### src/core/event_cmp_pkg.sv
package event_cmp_pkg;

  // ==========================================================================
  // widths
  localparam int VAL_W = 16;
  localparam int EXT_W = 18;
  localparam int CODE_W = 6;
  localparam int INT_W = 3;

  // ==========================================================================
  // register byte offsets
  localparam logic [7:0] OFS_CTRL = 8'h00;
  localparam logic [7:0] OFS_MAIN = 8'h04;
  localparam logic [7:0] OFS_SUB = 8'h08;
  localparam logic [7:0] OFS_BAND = 8'h0c;
  localparam logic [7:0] OFS_STATE = 8'h10;
  localparam logic [7:0] OFS_INT_STAT = 8'h14;
  localparam logic [7:0] OFS_INT_MASK = 8'h18;

  // ==========================================================================
  // field positions and reset values
  localparam int CTRL_CODE_LSB = 0;
  localparam int CTRL_REV_BIT = 8;
  localparam int INT_RISE_BIT = 0;
  localparam int INT_FALL_BIT = 1;
  localparam int INT_MEAS_BIT = 2;
  localparam int HTRANS_ACT_BIT = 1;
  localparam logic [CODE_W-1:0] CODE_RST = 6'h00;
  localparam logic [VAL_W-1:0] MAIN_RST = 16'h0000;
  localparam logic [VAL_W-1:0] SUB_RST = 16'h0000;
  localparam logic [VAL_W-1:0] BAND_RST = 16'h0000;
  localparam logic [INT_W-1:0] MASK_RST = 3'h0;

  // ==========================================================================
  // operation type codes
  localparam logic [CODE_W-1:0] TYP_NONE = 6'h00;
  localparam logic [CODE_W-1:0] TYP_PROC_HI = 6'h01;
  localparam logic [CODE_W-1:0] TYP_PROC_LO = 6'h02;
  localparam logic [CODE_W-1:0] TYP_PROC_BAND = 6'h03;
  localparam logic [CODE_W-1:0] TYP_DEV_HI = 6'h04;
  localparam logic [CODE_W-1:0] TYP_DEV_LO = 6'h05;
  localparam logic [CODE_W-1:0] TYP_DEV_BAND = 6'h06;
  localparam logic [CODE_W-1:0] TYP_FDEV_HI = 6'h07;
  localparam logic [CODE_W-1:0] TYP_FDEV_LO = 6'h08;
  localparam logic [CODE_W-1:0] TYP_FDEV_BAND = 6'h09;
  localparam logic [CODE_W-1:0] TYP_SETP_HI = 6'h0a;
  localparam logic [CODE_W-1:0] TYP_SETP_LO = 6'h0b;
  localparam logic [CODE_W-1:0] TYP_SETP_BAND = 6'h0c;
  localparam logic [CODE_W-1:0] TYP_MANIP_HI = 6'h0d;
  localparam logic [CODE_W-1:0] TYP_MANIP_LO = 6'h0e;
  localparam logic [CODE_W-1:0] TYP_MANIP_BAND = 6'h0f;
  localparam logic [CODE_W-1:0] TYP_HEAT1_BURN = 6'h10;
  localparam logic [CODE_W-1:0] TYP_HEAT1_SHORT = 6'h11;
  localparam logic [CODE_W-1:0] TYP_HEAT2_BURN = 6'h12;
  localparam logic [CODE_W-1:0] TYP_HEAT2_SHORT = 6'h13;
  localparam logic [CODE_W-1:0] TYP_ALARM = 6'h17;
  localparam logic [CODE_W-1:0] TYP_READY = 6'h18;
  localparam logic [CODE_W-1:0] TYP_MANUAL = 6'h19;
  localparam logic [CODE_W-1:0] TYP_TUNING = 6'h1b;
  localparam logic [CODE_W-1:0] TYP_RAMP = 6'h1c;
  localparam logic [CODE_W-1:0] TYP_DIRECT = 6'h1d;
  localparam logic [CODE_W-1:0] TYP_TIMER = 6'h20;

  // sign extension of a 16-bit value into the comparison width
  function automatic logic [EXT_W-1:0] sext(input logic [VAL_W-1:0] v);
    return {{(EXT_W-VAL_W){v[VAL_W-1]}}, v};
  endfunction : sext

endpackage : event_cmp_pkg

### src/core/hys_compare.sv
`timescale 1ns/1ps

module hys_compare (
  // clock and reset
  input wire logic hclk,
  input wire logic hresetn,
  // evaluation control
  input wire logic update,
  input wire logic clear,
  input wire logic use_hi,
  input wire logic use_lo,
  input wire logic edge_on_value,
  // operands, signed in comparison width, band unsigned
  input wire logic signed [event_cmp_pkg::EXT_W-1:0] value,
  input wire logic signed [event_cmp_pkg::EXT_W-1:0] lo_th,
  input wire logic signed [event_cmp_pkg::EXT_W-1:0] hi_th,
  input wire logic signed [event_cmp_pkg::EXT_W-1:0] band,
  // result
  output logic state_r
);

  // ==========================================================================
  // switching edges: at the value or only once exceeded
  wire logic signed [event_cmp_pkg::EXT_W-1:0] hi_rel = hi_th - band;
  wire logic signed [event_cmp_pkg::EXT_W-1:0] lo_rel = lo_th + band;
  wire logic hi_on = edge_on_value ? (value >= hi_th) : (value > hi_th);
  wire logic lo_on = edge_on_value ? (value <= lo_th) : (value < lo_th);
  wire logic hi_off = edge_on_value ? (value <= hi_rel) : (value < hi_rel);
  wire logic lo_off = edge_on_value ? (value >= lo_rel) : (value > lo_rel);
  wire logic set_on = (use_hi & hi_on) | (use_lo & lo_on);
  wire logic set_off = (~use_hi | hi_off) & (~use_lo | lo_off);
  logic state_nxt;

  // inside the band the previous state is kept
  assign state_nxt = clear ? 1'b0 :
                     (update & set_on) ? 1'b1 :
                     (update & set_off) ? 1'b0 : state_r;

  always_ff @(posedge hclk or negedge hresetn) begin
    if (!hresetn) begin
      state_r <= 1'b0;
    end else begin
      state_r <= state_nxt;
    end
  end
endmodule : hys_compare

### src/core/event_output_comparator.sv
`timescale 1ns/1ps

module event_output_comparator (
  // clock and reset
  input wire logic hclk,
  input wire logic hresetn,
  // ahb-lite slave
  input wire logic hsel,
  input wire logic [31:0] haddr,
  input wire logic [1:0] htrans,
  input wire logic hwrite,
  input wire logic [2:0] hsize,
  input wire logic [31:0] hwdata,
  input wire logic hready,
  output logic hreadyout,
  output logic [31:0] hrdata,
  output logic hresp,
  // measured values from the controller
  input wire logic meas_update,
  input wire logic [15:0] process_value,
  input wire logic [15:0] target_setpoint,
  input wire logic [15:0] final_setpoint,
  input wire logic [15:0] manipulated_value,
  input wire logic [15:0] current_sensor_one,
  input wire logic [15:0] current_sensor_two,
  input wire logic control_out_on,
  // controller status
  input wire logic alarm_any,
  input wire logic ready_state,
  input wire logic manual_mode,
  input wire logic auto_tuning,
  input wire logic setpoint_ramping,
  input wire logic direct_action,
  input wire logic timer_state,
  // results
  output logic event_out,
  output logic irq
);

  localparam int VW = event_cmp_pkg::VAL_W;
  localparam int EW = event_cmp_pkg::EXT_W;
  localparam int CW = event_cmp_pkg::CODE_W;
  localparam int IW = event_cmp_pkg::INT_W;

  // ==========================================================================
  // register decode, shared by reads and writes
  function automatic logic hit(input logic [7:0] a, input logic [7:0] ofs);
    return a == ofs;
  endfunction : hit

  // which side of the comparison a code uses, {hi, lo}
  function automatic logic [1:0] sides_of(input logic [CW-1:0] c);
    case (c)
      event_cmp_pkg::TYP_PROC_HI, event_cmp_pkg::TYP_DEV_HI, event_cmp_pkg::TYP_FDEV_HI,
      event_cmp_pkg::TYP_SETP_HI, event_cmp_pkg::TYP_MANIP_HI,
      event_cmp_pkg::TYP_HEAT1_SHORT, event_cmp_pkg::TYP_HEAT2_SHORT: return 2'b10;
      event_cmp_pkg::TYP_PROC_LO, event_cmp_pkg::TYP_DEV_LO, event_cmp_pkg::TYP_FDEV_LO,
      event_cmp_pkg::TYP_SETP_LO, event_cmp_pkg::TYP_MANIP_LO: return 2'b01;
      event_cmp_pkg::TYP_PROC_BAND, event_cmp_pkg::TYP_DEV_BAND, event_cmp_pkg::TYP_FDEV_BAND,
      event_cmp_pkg::TYP_SETP_BAND, event_cmp_pkg::TYP_MANIP_BAND,
      event_cmp_pkg::TYP_HEAT1_BURN, event_cmp_pkg::TYP_HEAT2_BURN: return 2'b11;
      default: return 2'b00;
    endcase
  endfunction : sides_of

  // ==========================================================================
  // bus state and registers
  logic hreadyout_r;
  logic [31:0] hrdata_r;
  logic hresp_r;
  logic wr_pend_r;
  logic rd_pend_r;
  logic [7:0] wr_addr_r;
  logic [7:0] rd_addr_r;
  logic [CW-1:0] code_r;
  logic rev_r;
  logic [VW-1:0] main_r;
  logic [VW-1:0] sub_r;
  logic [VW-1:0] band_r;
  logic [IW-1:0] int_stat_r;
  logic [IW-1:0] int_mask_r;
  logic ctrl_wr_r;

  // address phase is taken only when the bus is ready
  wire logic accept = hsel & hready & htrans[event_cmp_pkg::HTRANS_ACT_BIT];
  wire logic wr_en = wr_pend_r & hready;
  wire logic wr_ctrl = wr_en & hit(wr_addr_r, event_cmp_pkg::OFS_CTRL);
  wire logic wr_main = wr_en & hit(wr_addr_r, event_cmp_pkg::OFS_MAIN);
  wire logic wr_sub = wr_en & hit(wr_addr_r, event_cmp_pkg::OFS_SUB);
  wire logic wr_band = wr_en & hit(wr_addr_r, event_cmp_pkg::OFS_BAND);
  wire logic wr_istat = wr_en & hit(wr_addr_r, event_cmp_pkg::OFS_INT_STAT);
  wire logic wr_imask = wr_en & hit(wr_addr_r, event_cmp_pkg::OFS_INT_MASK);

  // address phase capture; reads get one wait state so that a write just
  // before a read to the same register is already visible
  always_ff @(posedge hclk or negedge hresetn) begin
    if (!hresetn) begin
      wr_pend_r <= 1'b0;
      rd_pend_r <= 1'b0;
      wr_addr_r <= 8'h00;
      rd_addr_r <= 8'h00;
      hreadyout_r <= 1'b1;
      hresp_r <= 1'b0;
    end else begin
      wr_pend_r <= accept & hwrite;
      rd_pend_r <= accept & ~hwrite;
      if (accept) begin
        wr_addr_r <= haddr[7:0];
        rd_addr_r <= haddr[7:0];
      end
      hreadyout_r <= ~(accept & ~hwrite);
      hresp_r <= 1'b0; // always okay
    end
  end

  // configuration registers; only whole-word transfers are expected
  always_ff @(posedge hclk or negedge hresetn) begin
    if (!hresetn) begin
      code_r <= event_cmp_pkg::CODE_RST;
      rev_r <= 1'b0;
      main_r <= event_cmp_pkg::MAIN_RST;
      sub_r <= event_cmp_pkg::SUB_RST;
      band_r <= event_cmp_pkg::BAND_RST;
      int_mask_r <= event_cmp_pkg::MASK_RST;
      ctrl_wr_r <= 1'b0;
    end else begin
      if (wr_ctrl) begin
        code_r <= hwdata[event_cmp_pkg::CTRL_CODE_LSB +: CW];
        rev_r <= hwdata[event_cmp_pkg::CTRL_REV_BIT];
      end
      if (wr_main) main_r <= hwdata[VW-1:0];
      if (wr_sub) sub_r <= hwdata[VW-1:0];
      if (wr_band) band_r <= hwdata[VW-1:0];
      if (wr_imask) int_mask_r <= hwdata[IW-1:0];
      ctrl_wr_r <= wr_ctrl; // restarts the comparison after a code change
    end
  end

  // ==========================================================================
  // heater current readings, latched by phase of the control output
  logic [VW-1:0] cur_in [2];
  logic [VW-1:0] cur_on_r [2];
  logic [VW-1:0] cur_off_r [2];
  logic [1:0] cur_on_vld_r;
  logic [1:0] cur_off_vld_r;
  logic upd_r;

  assign cur_in[0] = current_sensor_one;
  assign cur_in[1] = current_sensor_two;

  for (genvar i = 0; i < 2; i++) begin : g_heater
    always_ff @(posedge hclk or negedge hresetn) begin
      if (!hresetn) begin
        cur_on_r[i] <= 16'h0000;
        cur_off_r[i] <= 16'h0000;
        cur_on_vld_r[i] <= 1'b0;
        cur_off_vld_r[i] <= 1'b0;
      end else if (meas_update) begin
        if (control_out_on) begin
          cur_on_r[i] <= cur_in[i];
          cur_on_vld_r[i] <= 1'b1;
        end else begin
          cur_off_r[i] <= cur_in[i];
          cur_off_vld_r[i] <= 1'b1;
        end
      end
    end
  end

  // comparison runs one cycle after the update, on the latched readings
  always_ff @(posedge hclk or negedge hresetn) begin
    if (!hresetn) begin
      upd_r <= 1'b0;
    end else begin
      upd_r <= meas_update;
    end
  end

  // ==========================================================================
  // operand selection
  wire logic [1:0] sides = sides_of(code_r);
  wire logic is_band = &sides;
  wire logic is_dev = code_r >= event_cmp_pkg::TYP_DEV_HI && code_r <= event_cmp_pkg::TYP_DEV_BAND;
  wire logic is_fdev = code_r >= event_cmp_pkg::TYP_FDEV_HI &&
                       code_r <= event_cmp_pkg::TYP_FDEV_BAND;
  wire logic is_setp = code_r >= event_cmp_pkg::TYP_SETP_HI &&
                       code_r <= event_cmp_pkg::TYP_SETP_BAND;
  wire logic is_manip = code_r >= event_cmp_pkg::TYP_MANIP_HI &&
                        code_r <= event_cmp_pkg::TYP_MANIP_BAND;
  wire logic is_heat = code_r >= event_cmp_pkg::TYP_HEAT1_BURN &&
                       code_r <= event_cmp_pkg::TYP_HEAT2_SHORT;
  wire logic heat_idx = code_r[1]; // 16,17 first sensor; 18,19 second
  wire logic heat_short = code_r[0]; // odd heater codes use the off-time reading
  wire logic [EW-1:0] main_x = event_cmp_pkg::sext(main_r);
  wire logic [EW-1:0] sub_x = event_cmp_pkg::sext(sub_r);
  wire logic swap = $signed(main_x) > $signed(sub_x);
  wire logic [EW-1:0] low_x = swap ? sub_x : main_x;
  wire logic [EW-1:0] high_x = swap ? main_x : sub_x;
  wire logic [EW-1:0] base_x = is_dev ? event_cmp_pkg::sext(target_setpoint) :
                               is_fdev ? event_cmp_pkg::sext(final_setpoint) :
                               18'h00000;
  wire logic [EW-1:0] lo_th = base_x + (is_band ? low_x : main_x);
  wire logic [EW-1:0] hi_th = base_x + (is_band ? high_x : main_x);
  wire logic [VW-1:0] heat_val = heat_short ? cur_off_r[heat_idx] : cur_on_r[heat_idx];
  wire logic [EW-1:0] sel_value = is_heat ? {2'b00, heat_val} :
                                  is_setp ? event_cmp_pkg::sext(target_setpoint) :
                                  is_manip ? event_cmp_pkg::sext(manipulated_value) :
                                  event_cmp_pkg::sext(process_value);
  wire logic heat_vld = heat_short ? cur_off_vld_r[heat_idx] : cur_on_vld_r[heat_idx];
  wire logic meas_ok = ~is_heat | heat_vld;
  // heater checks switch at the value, the others only once it is exceeded
  // in direct action; reverse action switches at the value
  wire logic edge_on_value = is_heat | rev_r;
  wire logic cmp_clear = ctrl_wr_r | ~meas_ok;
  logic cmp_state;

  hys_compare u_cmp (
    .hclk(hclk),
    .hresetn(hresetn),
    .update(upd_r),
    .clear(cmp_clear),
    .use_hi(sides[1]),
    .use_lo(sides[0]),
    .edge_on_value(edge_on_value),
    .value(sel_value),
    .lo_th(lo_th),
    .hi_th(hi_th),
    .band({2'b00, band_r}),
    .state_r(cmp_state)
  );

  // ==========================================================================
  // event decision
  wire logic status_sel = (code_r == event_cmp_pkg::TYP_ALARM) ? alarm_any :
                          (code_r == event_cmp_pkg::TYP_READY) ? ready_state :
                          (code_r == event_cmp_pkg::TYP_MANUAL) ? manual_mode :
                          (code_r == event_cmp_pkg::TYP_TUNING) ? auto_tuning :
                          (code_r == event_cmp_pkg::TYP_RAMP) ? setpoint_ramping :
                          (code_r == event_cmp_pkg::TYP_DIRECT) ? direct_action :
                          timer_state;
  wire logic is_status = code_r == event_cmp_pkg::TYP_ALARM ||
                         code_r == event_cmp_pkg::TYP_READY ||
                         code_r == event_cmp_pkg::TYP_MANUAL ||
                         code_r == event_cmp_pkg::TYP_TUNING ||
                         code_r == event_cmp_pkg::TYP_RAMP ||
                         code_r == event_cmp_pkg::TYP_DIRECT ||
                         code_r == event_cmp_pkg::TYP_TIMER;
  wire logic is_cmp = sides != 2'b00;
  // unmeasured heater readings stay off in both actions
  wire logic event_nxt = is_status ? (status_sel ^ rev_r) :
                         (is_cmp & meas_ok) ? (cmp_state ^ rev_r) :
                         1'b0;
  logic event_out_r;
  logic irq_r;

  // ==========================================================================
  // interrupt status: sticky, write one to clear, a new event wins
  wire logic [IW-1:0] int_set = {meas_update,
                                 ~event_nxt & event_out_r,
                                 event_nxt & ~event_out_r};
  wire logic [IW-1:0] int_clr = wr_istat ? hwdata[IW-1:0] : 3'h0;
  wire logic [IW-1:0] int_nxt = (int_stat_r & ~int_clr) | int_set;

  always_ff @(posedge hclk or negedge hresetn) begin
    if (!hresetn) begin
      event_out_r <= 1'b0;
      int_stat_r <= 3'h0;
      irq_r <= 1'b0;
    end else begin
      event_out_r <= event_nxt;
      int_stat_r <= int_nxt;
      irq_r <= |(int_nxt & int_mask_r);
    end
  end

  // ==========================================================================
  // read data, loaded during the wait state
  wire logic [31:0] state_word = {26'h0000000, cur_off_vld_r[1], cur_on_vld_r[1],
                                  cur_off_vld_r[0], cur_on_vld_r[0], cmp_state, event_out_r};
  wire logic [31:0] rd_mux =
    hit(rd_addr_r, event_cmp_pkg::OFS_CTRL) ? {23'h000000, rev_r, 2'b00, code_r} :
    hit(rd_addr_r, event_cmp_pkg::OFS_MAIN) ? {16'h0000, main_r} :
    hit(rd_addr_r, event_cmp_pkg::OFS_SUB) ? {16'h0000, sub_r} :
    hit(rd_addr_r, event_cmp_pkg::OFS_BAND) ? {16'h0000, band_r} :
    hit(rd_addr_r, event_cmp_pkg::OFS_STATE) ? state_word :
    hit(rd_addr_r, event_cmp_pkg::OFS_INT_STAT) ? {29'h00000000, int_stat_r} :
    hit(rd_addr_r, event_cmp_pkg::OFS_INT_MASK) ? {29'h00000000, int_mask_r} :
    32'h00000000;

  always_ff @(posedge hclk or negedge hresetn) begin
    if (!hresetn) begin
      hrdata_r <= 32'h00000000;
    end else if (rd_pend_r) begin
      hrdata_r <= rd_mux;
    end
  end

  assign hreadyout = hreadyout_r;
  assign hrdata = hrdata_r;
  assign hresp = hresp_r;
  assign event_out = event_out_r;
  assign irq = irq_r;
endmodule : event_output_comparator

### config.mk
export PLATFORM = sky130hd
export DESIGN_NAME = event_output_comparator
export DESIGN_NICKNAME = d
export VERILOG_FILES = /design/src/core/event_cmp_pkg.sv /design/src/core/hys_compare.sv /design/src/core/event_output_comparator.sv
export SDC_FILE = /design/constraint.sdc
export NUM_CORES = 1
export LEC_CHECK = 0
export BUFFER_PORTS_ARGS = -buffer_cell sky130_fd_sc_hd__buf_2
export CAP_MARGIN = 20
export CORE_UTILIZATION = 35
export DETAILED_ROUTE_END_ITERATION = 16
export GPL_ROUTABILITY_DRIVEN = 1
export PLACE_DENSITY = 0.57
export SYNTH_ARGS = -nofsm -noshare
export SYNTH_HDL_FRONTEND = slang
export SYNTH_HIERARCHICAL = 1
export SYNTH_SLANG_ARGS = --single-unit
### constraint.sdc
create_clock -name hclk -period 7.91 [get_ports hclk]
set_input_delay 0.791 -clock hclk [delete_from_list [all_inputs] [get_ports hclk]]
set_output_delay 0.791 -clock hclk [all_outputs]
set_load 0.01 [all_outputs]
Word-level counts from Yosys, hierarchy flattened. Memories as Yosys holds them, arrays and structs flattened. Index checks and enable logic that the tools add are counted.

Bits in registers: 175. ROM bits: 64. Input bits: 179. Output and inout port bits: 36. Memories kept: 1.

Add/sub/neg operators: 4. Magnitude comparators: 21. Equality and inequality tests: 13. Multiplexer cells: 43. Bitwise operators: 41. Reductions and logical operators: 18.

Memories: (name not given) (depth 32, bits a word 2, read ports 1, clocked after memory_dff 0, wr ports 0, RTL line event_output_comparator.sv:53) `case (c)`.

Operators with widths (number): $mux W16 (11); $mux W18 (9); $add A18 B18 Y18 (2); $eq A6 B5 Y1 const B (6); $ge A18 B18 Y1 (2); $gt A18 B18 Y1 (2); $le A18 B18 Y1 (2); $lt A18 B18 Y1 (2); $eq A8 B5 Y1 const B (3); $and A1 B1 Y1 (19); $add A18 B17 Y18 (1); $le A6 B4 Y1 const B (3); $mux W1 (18); $sub A18 B17 Y18 (1); $eq A8 B4 Y1 const B (2); $gt A16 B16 Y1 (1); $ge A6 B3 Y1 const B (2); $ge A6 B4 Y1 const B (2); $mux W3 (3); $not A1 Y1 (9); $eq A8 B3 Y1 const B (1); $logic_not A8 Y1 (1); $and A3 B3 Y3 (2); $eq A6 B6 Y1 const B (1); 18 further kinds (35).

Logic depth before layout (Yosys ltp). Gate-level depths: netlist of the first run.

Word-level depth: 14. Gate-level depth with buffers: 37. Gate-level depth less buffers: 34.

Cells and area by module. Netlist of the first run, hierarchy kept.

Modules (own cells, without submodules): event_output_comparator (times used 1, cells an instance 979, area each 10272.4 µm², seq. area each 3955.0 µm²); hys_compare (times used 1, cells an instance 458, area each 3414.5 µm², seq. area each 25.0 µm²).

Worst setup path after synthesis of the first run. OpenSTA, ideal clock, no wires.

Path type: register to register. From: register code_r[1]. To: register u_cmp.state_r. Data arrival time: 7.384 ns. Data required time: 7.828 ns. Setup slack: 0.444 ns. Cell stages (with the launch flop): 36. Path buffers: 3. Cell sequence: dfrtp_1 > buf_2 > buf_1 > inv_1 > ha_1 > nor2_1 > nor3_1 > a221oi_1 > nor2_1 > o21ai_1 > buf_2 > mux2_2 > ha_1 > fa_1 > a21o_1 > a21oi_1 > o21bai_1 > a31oi_1 > xnor2_1 > ha_1 > a21o_1 > nand2_1 > nand2b_1 > a21o_1 > a31oi_1 > o21ai_1 > o41ai_1 > xor2_1 > ha_1 > nand4_1 > or4_1 > a31oi_1 > a311oi_1 > o21ai_0 > a21oi_1 > o22ai_1.

Elaborated cells between the ends (all ways): 67. Classes of those cells: add/sub (4); order compare (18); mux (21); bitwise (16); reduce/logical (7); memory (1).

RTL lines: start: declaration (RTL line event_output_comparator.sv:75) `logic [CW-1:0] code_r;`; start signal: assignment (RTL line event_output_comparator.sv:119) `code_r <= event_cmp_pkg::CODE_RST;`; start signal: assignment (RTL line event_output_comparator.sv:128) `code_r <= hwdata[event_cmp_pkg::CTRL_CODE_LSB +: CW];`; $mem_v2 Z32 W2, or another cell as far along; $mux W2 or $logic_and A1 B1 Y1 (tied branches) (RTL line event_output_comparator.sv:53, event_output_comparator.sv:184); $reduce_and A2 Y1 or $mux W18 (tied branches) (RTL line event_output_comparator.sv:182, event_output_comparator.sv:200); $mux W18, on equally long branches (RTL line event_output_comparator.sv:203, event_output_comparator.sv:199); $add A18 B18 Y18 * (RTL line event_output_comparator.sv:203) `wire logic [EW-1:0] hi_th = base_x + (is_band ? high_x : main_x);`; via hi_th[8] (RTL line event_output_comparator.sv:203); $sub A18 B17 Y18, or another cell as far along (RTL line hys_compare.sv:24) `wire logic signed [event_cmp_pkg::EXT_W-1:0] hi_rel = hi_th - band;`; $lt A18 B18 Y1, or another cell as far along (RTL line hys_compare.sv:28) `wire logic hi_off = edge_on_value ? (value <= hi_rel) : (value < hi_rel);`; $mux W1 or $and A1 B1 Y1 (tied branches) (RTL line hys_compare.sv:28, hys_compare.sv:30); $or A1 B1 Y1, on equally long branches (RTL line hys_compare.sv:31, hys_compare.sv:30); $and A1 B1 Y1, on equally long branches (RTL line hys_compare.sv:31, hys_compare.sv:36); $and A1 B1 Y1 or $mux W1 (tied branches) (RTL line hys_compare.sv:37, hys_compare.sv:36); $reduce_bool A3 Y1 (no line) or $mux W1 (tied branches); end signal: assignment (RTL line hys_compare.sv:43) `state_r <= state_nxt;`; end: declaration (RTL line hys_compare.sv:19) `output logic state_r`.

Mark *: on every way through the listed nets, which the timed path passes. The rest lies on a longest branch. The select of a mux whose other input is x is not followed. A chain may end at the register's enable or synchronous reset.

Final worst setup path of the first run.
From: register sub_r[14]. To: register u_cmp.state_r.

Word-level cells in the longest chain between the ends: 11. Elaborated cells between the ends (all ways): 32. Classes of those cells: add/sub (4); order compare (9); mux (10); bitwise (8); reduce/logical (1).

Ends and longest elaborated chain: start: declaration (RTL line event_output_comparator.sv:78) `logic [VW-1:0] sub_r;`; start signal: assignment (RTL line event_output_comparator.sv:122) `sub_r <= event_cmp_pkg::SUB_RST;`; start signal: assignment (RTL line event_output_comparator.sv:132) `if (wr_sub) sub_r <= hwdata[VW-1:0];`; $gt A16 B16 Y1 * (RTL line event_output_comparator.sv:196) `wire logic swap = $signed(main_x) > $signed(sub_x);`; $mux W18 * (RTL line event_output_comparator.sv:198) `wire logic [EW-1:0] high_x = swap ? main_x : sub_x;`; $mux W18 * (RTL line event_output_comparator.sv:203); $add A18 B18 Y18 * (RTL line event_output_comparator.sv:203); via hi_th[12] (RTL line event_output_comparator.sv:203); $sub A18 B17 Y18, or another cell as far along (RTL line hys_compare.sv:24); $lt A18 B18 Y1, or another cell as far along (RTL line hys_compare.sv:28); $mux W1 or $and A1 B1 Y1 (tied branches) (RTL line hys_compare.sv:28, hys_compare.sv:30); $or A1 B1 Y1, on equally long branches (RTL line hys_compare.sv:31, hys_compare.sv:30); $and A1 B1 Y1, on equally long branches (RTL line hys_compare.sv:31, hys_compare.sv:36); $and A1 B1 Y1 or $mux W1 (tied branches) (RTL line hys_compare.sv:37, hys_compare.sv:36); $reduce_bool A3 Y1 (no line) or $mux W1 (tied branches).

Mark *: on every way through the listed nets, which the timed path passes. The rest lies on a longest branch.

==> results.json, run 1 <==
{
  "power.total_mw": 3.21,
  "drtIter0Drc": 698,
  "critPathMaxFanout": 8,
  "post-synth-top-area-cell": "dfrtp_1",
  "clock-root-buffer": "clkbuf_16",
  "synth_edf_count": 0,
  "cp_data_required_time_ns": 8.26,
  "netlist-cell-type-count": 82,
  "route.detailed.drc": 0,
  "dieWidth_um": 200,
  "io_buffer_count": 153,
  "drive_gt1_share_pct": 28.1,
  "grt-ovfl-total": 0,
  "gp_congestion": 0.903,
  "grt_first_pass_wirelength_um": 61300,
  "ant_nets": 0,
  "drt-pass1-iter-count": 5,
  "track_usage_pct": 20.3,
  "cts.sinks": 159,
  "fp.dieArea_sq_um": 39900,
  "area_delta_synth_final_pct": 16.5,
  "clock_latency_ns": 0.44,
  "dpl.hpwl_um": 32200,
  "fillers": 3811,
  "wl_per_cell_um": 18.9,
  "core_area_sq_um": 38600,
  "gr-usage-met1_pct": 27.6,
  "status": "complete, no violations",
  "vias_per_cell": 5.33,
  "ys.warnings.count": 6,
  "path_clk_slew_ns": 0.07,
  "busiest_layer": "met2",
  "wl_um": 40400,
  "grt_pass1_vias": 10933,
  "critPathLaunchType": "flop",
  "critPathSlowestCell": "or4_4",
  "placedCellCount": 2096,
  "hold_ws_ns": 0.394,
  "synthCells": 1437,
  "start_util_pct": 35.4,
  "maxSlewHeadroom_pct": 27.9,
  "endpoint_kind": "flop",
  "fin_crit_sh_pct": 96.2,
  "fin_nets": 1943,
  "io_pins": 215,
  "hold_viol": 0,
  "slowest_delay_ns": 0.58,
  "cp_common_cell": "ha_1",
  "hp-class": "in2async",
  "avgSynthCellArea_sq_um": 9.52,
  "drv_slew": 0,
  "gr-usage-met3_pct": 4.74,
  "period_needed_ns": 7.61,
  "crit_arrival_ns": 7.97,
  "synth_seq_cells": 159,
  "die_h_um": 200,
  "ctsHtreeMaxLevel": 4,
  "ys.flop_type": "dfrtp_1",
  "setup_viol": 0,
  "timing.rr.start": "sub_r[14]",
  "rows": 72,
  "clock.fmax_ghz": 0.131,
  "vias": 11375,
  "post_synth_main_area_contributors": "dfrtp_1 (29%), ha_1 (15%), mux2_2 (13%)",
  "synth.top_cell.area_share_pct": 28.9,
  "final_util_pct": 41.3,
  "antenna_found_initial": 11,
  "numCtsBuffers": 17,
  "grt_use_met2_pct": 32.3,
  "synthesis.area_sq_um": 13700,
  "yosysSeqAreaShare_pct": 29.1,
  "async_flop_share_pct": 100,
  "critPathLaunch": "sub_r[14]",
  "drv_cap": 0,
  "final_cells": 2136,
  "leakage_nw": 7.72,
  "cts_hold_buf": 0,
  "clk_path_buf_depth": 2,
  "worst_slew_pin_slew_ns": 1.08,
  "grt_max_degree": 82,
  "crit_type": "reg2reg",
  "irDropWorstVdd_v": 0.000150,
  "skew_ns": 0.00809,
  "p_per_area_nw_per_um2": 201,
  "tritoncts": "done"
}
[metrics by stage]
stage | setup TNS [ns] | cell area, sq um | worst slack (ns)
global placement | 0 | 15100 | 0.211
CTS | 0 | 15800 | 0.114
detailed placement | 0 | 15100 | 0.155
floorplan | 0 | 13800 | 0.444
finish | 0 | 16000 | 0.297
global route | -0.0166 | 15900 | -0.0166
[cells in the mapped netlist, drive strengths merged, types with 3 or more instances]
cell / number
o41ai: 8
xor2: 30
inv: 119
nand3: 34
ha: 159
xnor2: 29
nor2b: 16
nor3: 33
and2: 7
a31oi: 11
or2: 6
mux2: 160
a311oi: 3
nand2b: 19
o21ai: 84
o221ai: 3
o211ai: 4
and3: 7
buf: 41
a21o: 30
dfrtp: 158
o21a: 9
a221oi: 4
nor2: 87
a2111oi: 5
mux2i: 24
nor3b: 3
a21oi: 92
a211oi: 11
a22o: 26
nand4: 22
clkbuf: 26
fa: 4
and4: 4
o22ai: 7
mux4: 19
or3: 10
o21bai: 11
nand2: 78
[logic make-up after synthesis]
family / after synthesis / synth area share (%)
mux: 203 / 18.0
xor+xnor: 59 / 3.78
compound gates: 327 / 15.6
other cells: 1 / 0.0274
simple gates: 339 / 12.5
fa+ha+maj: 163 / 15.1
flops: 159 / 29.1
buf+inv: 186 / 5.86
[registers in the layout, indices dropped and copies added (netlist names)]
signal,flops
cur_off_r,32
cur_on_r,32
band_r,16
hrdata,16
main_r,16
sub_r,16
rd_addr_r,8
code_r,6
int_mask_r,3
int_stat_r,3
ctrl_wr_r,1
cur_off_vld_r,1
cur_on_vld_r,1
event_out,1
hreadyout,1
irq,1
rd_pend_r,1
rev_r,1
u_cmp/state_r,1
upd_r,1
wr_pend_r,1
[critical path, delay by kind of cell, from the launching register on]
| family | cells | cell delay, ns |
|---|---|---|
| AND/OR/NAND/NOR | 5 | 1.37 |
| adder cells (fa/ha/maj) | 5 | 1.57 |
| XOR/XNOR | 1 | 0.17 |
| multiplexers | 2 | 0.61 |
| flip-flops | 1 | 0.39 |
| AO/OA/AOI/OAI | 18 | 2.80 |
| buffers and inverters | 4 | 0.61 |
[routing by layer]
metal	vias to the layer above	share of wire (%)
met5	-	0.14
li1	5534	-
met3	54	5.8
met4	10	1.9
met2	278	46
met1	5499	46
[repair_timing]
| action | 4_1_cts | 5_1_grt |
|---|---|---|
| buffers inserted | 0 | 3 |
| endpoints found under the setup margin | 0 | 1 |
| resized for setup | 0 | 24 |
[placed cells by master (no fill, tap or decap), types with 32 or more instances in the layout]
| cell | count |
|---|---|
| inv_1 | 119 |
| buf_4 | 38 |
| mux2_2 | 160 |
| nor2_1 | 83 |
| dfrtp_1 | 158 |
| a21oi_1 | 86 |
| buf_2 | 152 |
| nand2_1 | 77 |
| ha_1 | 157 |
| o21ai_0 | 76 |
| nand3_1 | 32 |
[power breakdown]
group | internal [mW] | leakage (nW) | switching, mW
Clock | 0.515 | 0.314 | 0.389
Sequential | 0.886 | 2.00 | 0.0560
Combinational | 0.595 | 5.41 | 0.767
[layout make-up]
cell class,instances,area (sq um),share of cell area (%)
inverter,119,447,2.80
clock inverter,15,213,1.33
tap,518,648,4.06
timing repair buffer,192,1080,6.80
antenna,4,10.0,0.0628
sequential,159,3980,25.0
clock buffer,17,425,2.67
multi-input combinational,1112,9140,57.3
[final timing paths]
| path | to | depth (start not counted) | slack (ns) |
|---|---|---|---|
| hold / removal | irq | 1 | 0.39 |
| hold reg to reg | cur_off_r[11] | 1 | 0.50 |
| min in group hclk | cur_off_r[11] | 1 | 0.50 |
| max in group asynchronous | main_r[13] | 3 | 6.36 |
| setup reg to reg | u_cmp/state_r | 35 | 0.30 |
| setup / recovery | u_cmp/state_r | 35 | 0.30 |
Power figures use the tool's default switching activity.
==> run 2: changes to the inputs <==
Settings changed: GPL_TIMING_DRIVEN set to 0.
==> run 2 against run 1 <==
Power grew 0.91%. Register-to-register slack gained 0.07 ns. Die area is the same. Global-route usage grew 1.6 points. Critical path depth is the same. Critical endpoint unchanged.
==> results.json, run 2 (synthesis results as in run 1) <==
{
  "fin_nets": 1984,
  "clock_latency_ns": 0.45,
  "io_pins": 215,
  "io_buffer_count": 153,
  "maxSlewHeadroom_pct": 33.9,
  "critPathSlowestCell": "or4_4",
  "fin_crit_sh_pct": 95.4,
  "p_per_area_nw_per_um2": 200,
  "dpl.hpwl_um": 35200,
  "grt_first_pass_wirelength_um": 65300,
  "drtIter0Drc": 842,
  "die_h_um": 200,
  "grt_pass1_vias": 11428,
  "endpoint_kind": "flop",
  "ctsHtreeMaxLevel": 4,
  "worst_slew_pin_slew_ns": 0.989,
  "cts.sinks": 159,
  "crit_family": "compound AO/OA/AOI/OAI gates",
  "grt-ovfl-total": 0,
  "worst-path-buf-inv": 3,
  "drive_gt1_share_pct": 28.7,
  "layout_commonest_cell": "buf_2",
  "irDropWorstVdd_v": 0.000172,
  "fp.dieArea_sq_um": 39900,
  "clock.fmax_ghz": 0.133,
  "critPathMaxFanout": 10,
  "crit_arrival_ns": 7.91,
  "gp_congestion": 0.914,
  "period_needed_ns": 7.54,
  "wl_um": 43200,
  "route.detailed.drc": 0,
  "final_area_sq_um": 16200,
  "placed_area_sq_um": 15200,
  "clk_path_buf_depth": 2,
  "start_util_pct": 35.4,
  "area_delta_synth_final_pct": 18.2,
  "leakage_nw": 7.81,
  "clock-root-buffer": "clkbuf_16",
  "cp_data_required_time_ns": 8.27,
  "cp_common_cell": "ha_1",
  "tritoncts": "done",
  "grt_max_degree": 98,
  "vias_per_cell": 5.37,
  "numCtsBuffers": 17,
  "rows": 72,
  "hold_viol": 0,
  "path_clk_slew_ns": 0.06,
  "final_util_pct": 41.9,
  "core_area_sq_um": 38600,
  "cts_hold_buf": 0,
  "antenna_found_initial": 3,
  "critPathLaunch": "main_r[10]",
  "skew_ns": 0.0114,
  "layout_common_cells": "buf_2 (162), mux2_2 (160), ha_1 (157)",
  "status": "complete, no violations",
  "crit_type": "reg2reg",
  "drv_slew": 0,
  "setup_viol": 0,
  "wl_per_cell_um": 19.9,
  "critPathLaunchType": "flop",
  "hp-class": "in2async",
  "drt-pass1-iter-count": 6,
  "track_usage_pct": 21.9,
  "dieWidth_um": 200,
  "drv_cap": 0,
  "vias": 11659,
  "ant_nets": 0,
  "n_antenna_cell": 0,
  "slowest_delay_ns": 0.60,
  "timing.rr.start": "main_r[10]",
  "largestRegisters": "cur_off_r x32, cur_on_r x32"
}
==> run 2: cell count changes in the layout (fill, tap and decap cells not counted), moves of 4 or more <==
cell | before | now
buf_4 | 38 | 31
clkbuf_1 | 0 | 26
diode_2 | 4 | 0
buf_1 | 0 | 6
buf_2 | 152 | 162
inv_6 | 6 | 2
==> run 2: path summary, 6_finish.rpt <==
path	end	slack, ns	cells past startpoint
min in group hclk	cur_off_r[26]	0.50	1
setup / recovery	u_cmp/state_r	0.37	35
hold reg to reg	cur_off_r[26]	0.50	1
hold / removal	irq	0.28	1
setup reg to reg	u_cmp/state_r	0.37	35
max in group asynchronous	cur_off_r[0]	6.77	2
==> run 2: per-layer routing <==
layer | track usage, % | share of wire [%]
met1 | 30.9 | 47
met2 | 35.0 | 45
met3 | 3.23 | 5.8
met4 | 5.57 | 1.8
met5 | 0 | 0.097
==> run 2: metrics by stage <==
stage               cells  TNS [ns]  hold WS [ns]  power, mW  worst slack (ns)
finish               2171         0         0.279       3.24             0.365
global route         2171  -0.00532         0.314       3.44          -0.00532
global placement     2128     -1.75         0.482       2.25             -1.75
detailed placement   2131     -1.92         0.492       2.27             -1.92
floorplan            1457         0         0.457       1.88             0.444
CTS                  2164         0         0.300       3.20           0.00744
==> run 2: final cells by class <==
class	instances	area, sq um
well taps	518	648
clock buffers	18	439
repair buffers	167	901
fillers	3842	22500
inverters	119	447
flip-flops and latches	159	3980
multi-input cells	1112	9190
plain buffers	66	382
clock inverters	12	184
==> run 2: what timing repair did <==
action | 4_1_cts | 5_1_grt
gates cloned | 0 | 0
buffers inserted | 4 | 7
setup endpoints to repair | 1 | 1
pin swaps | 4 | 16
resized for setup | 21 | 36
==> run 2: where the power goes <==
group / internal (mW) / switching [mW]
Sequential: 0.887 / 0.0526
Combinational: 0.604 / 0.809
Clock: 0.536 / 0.349
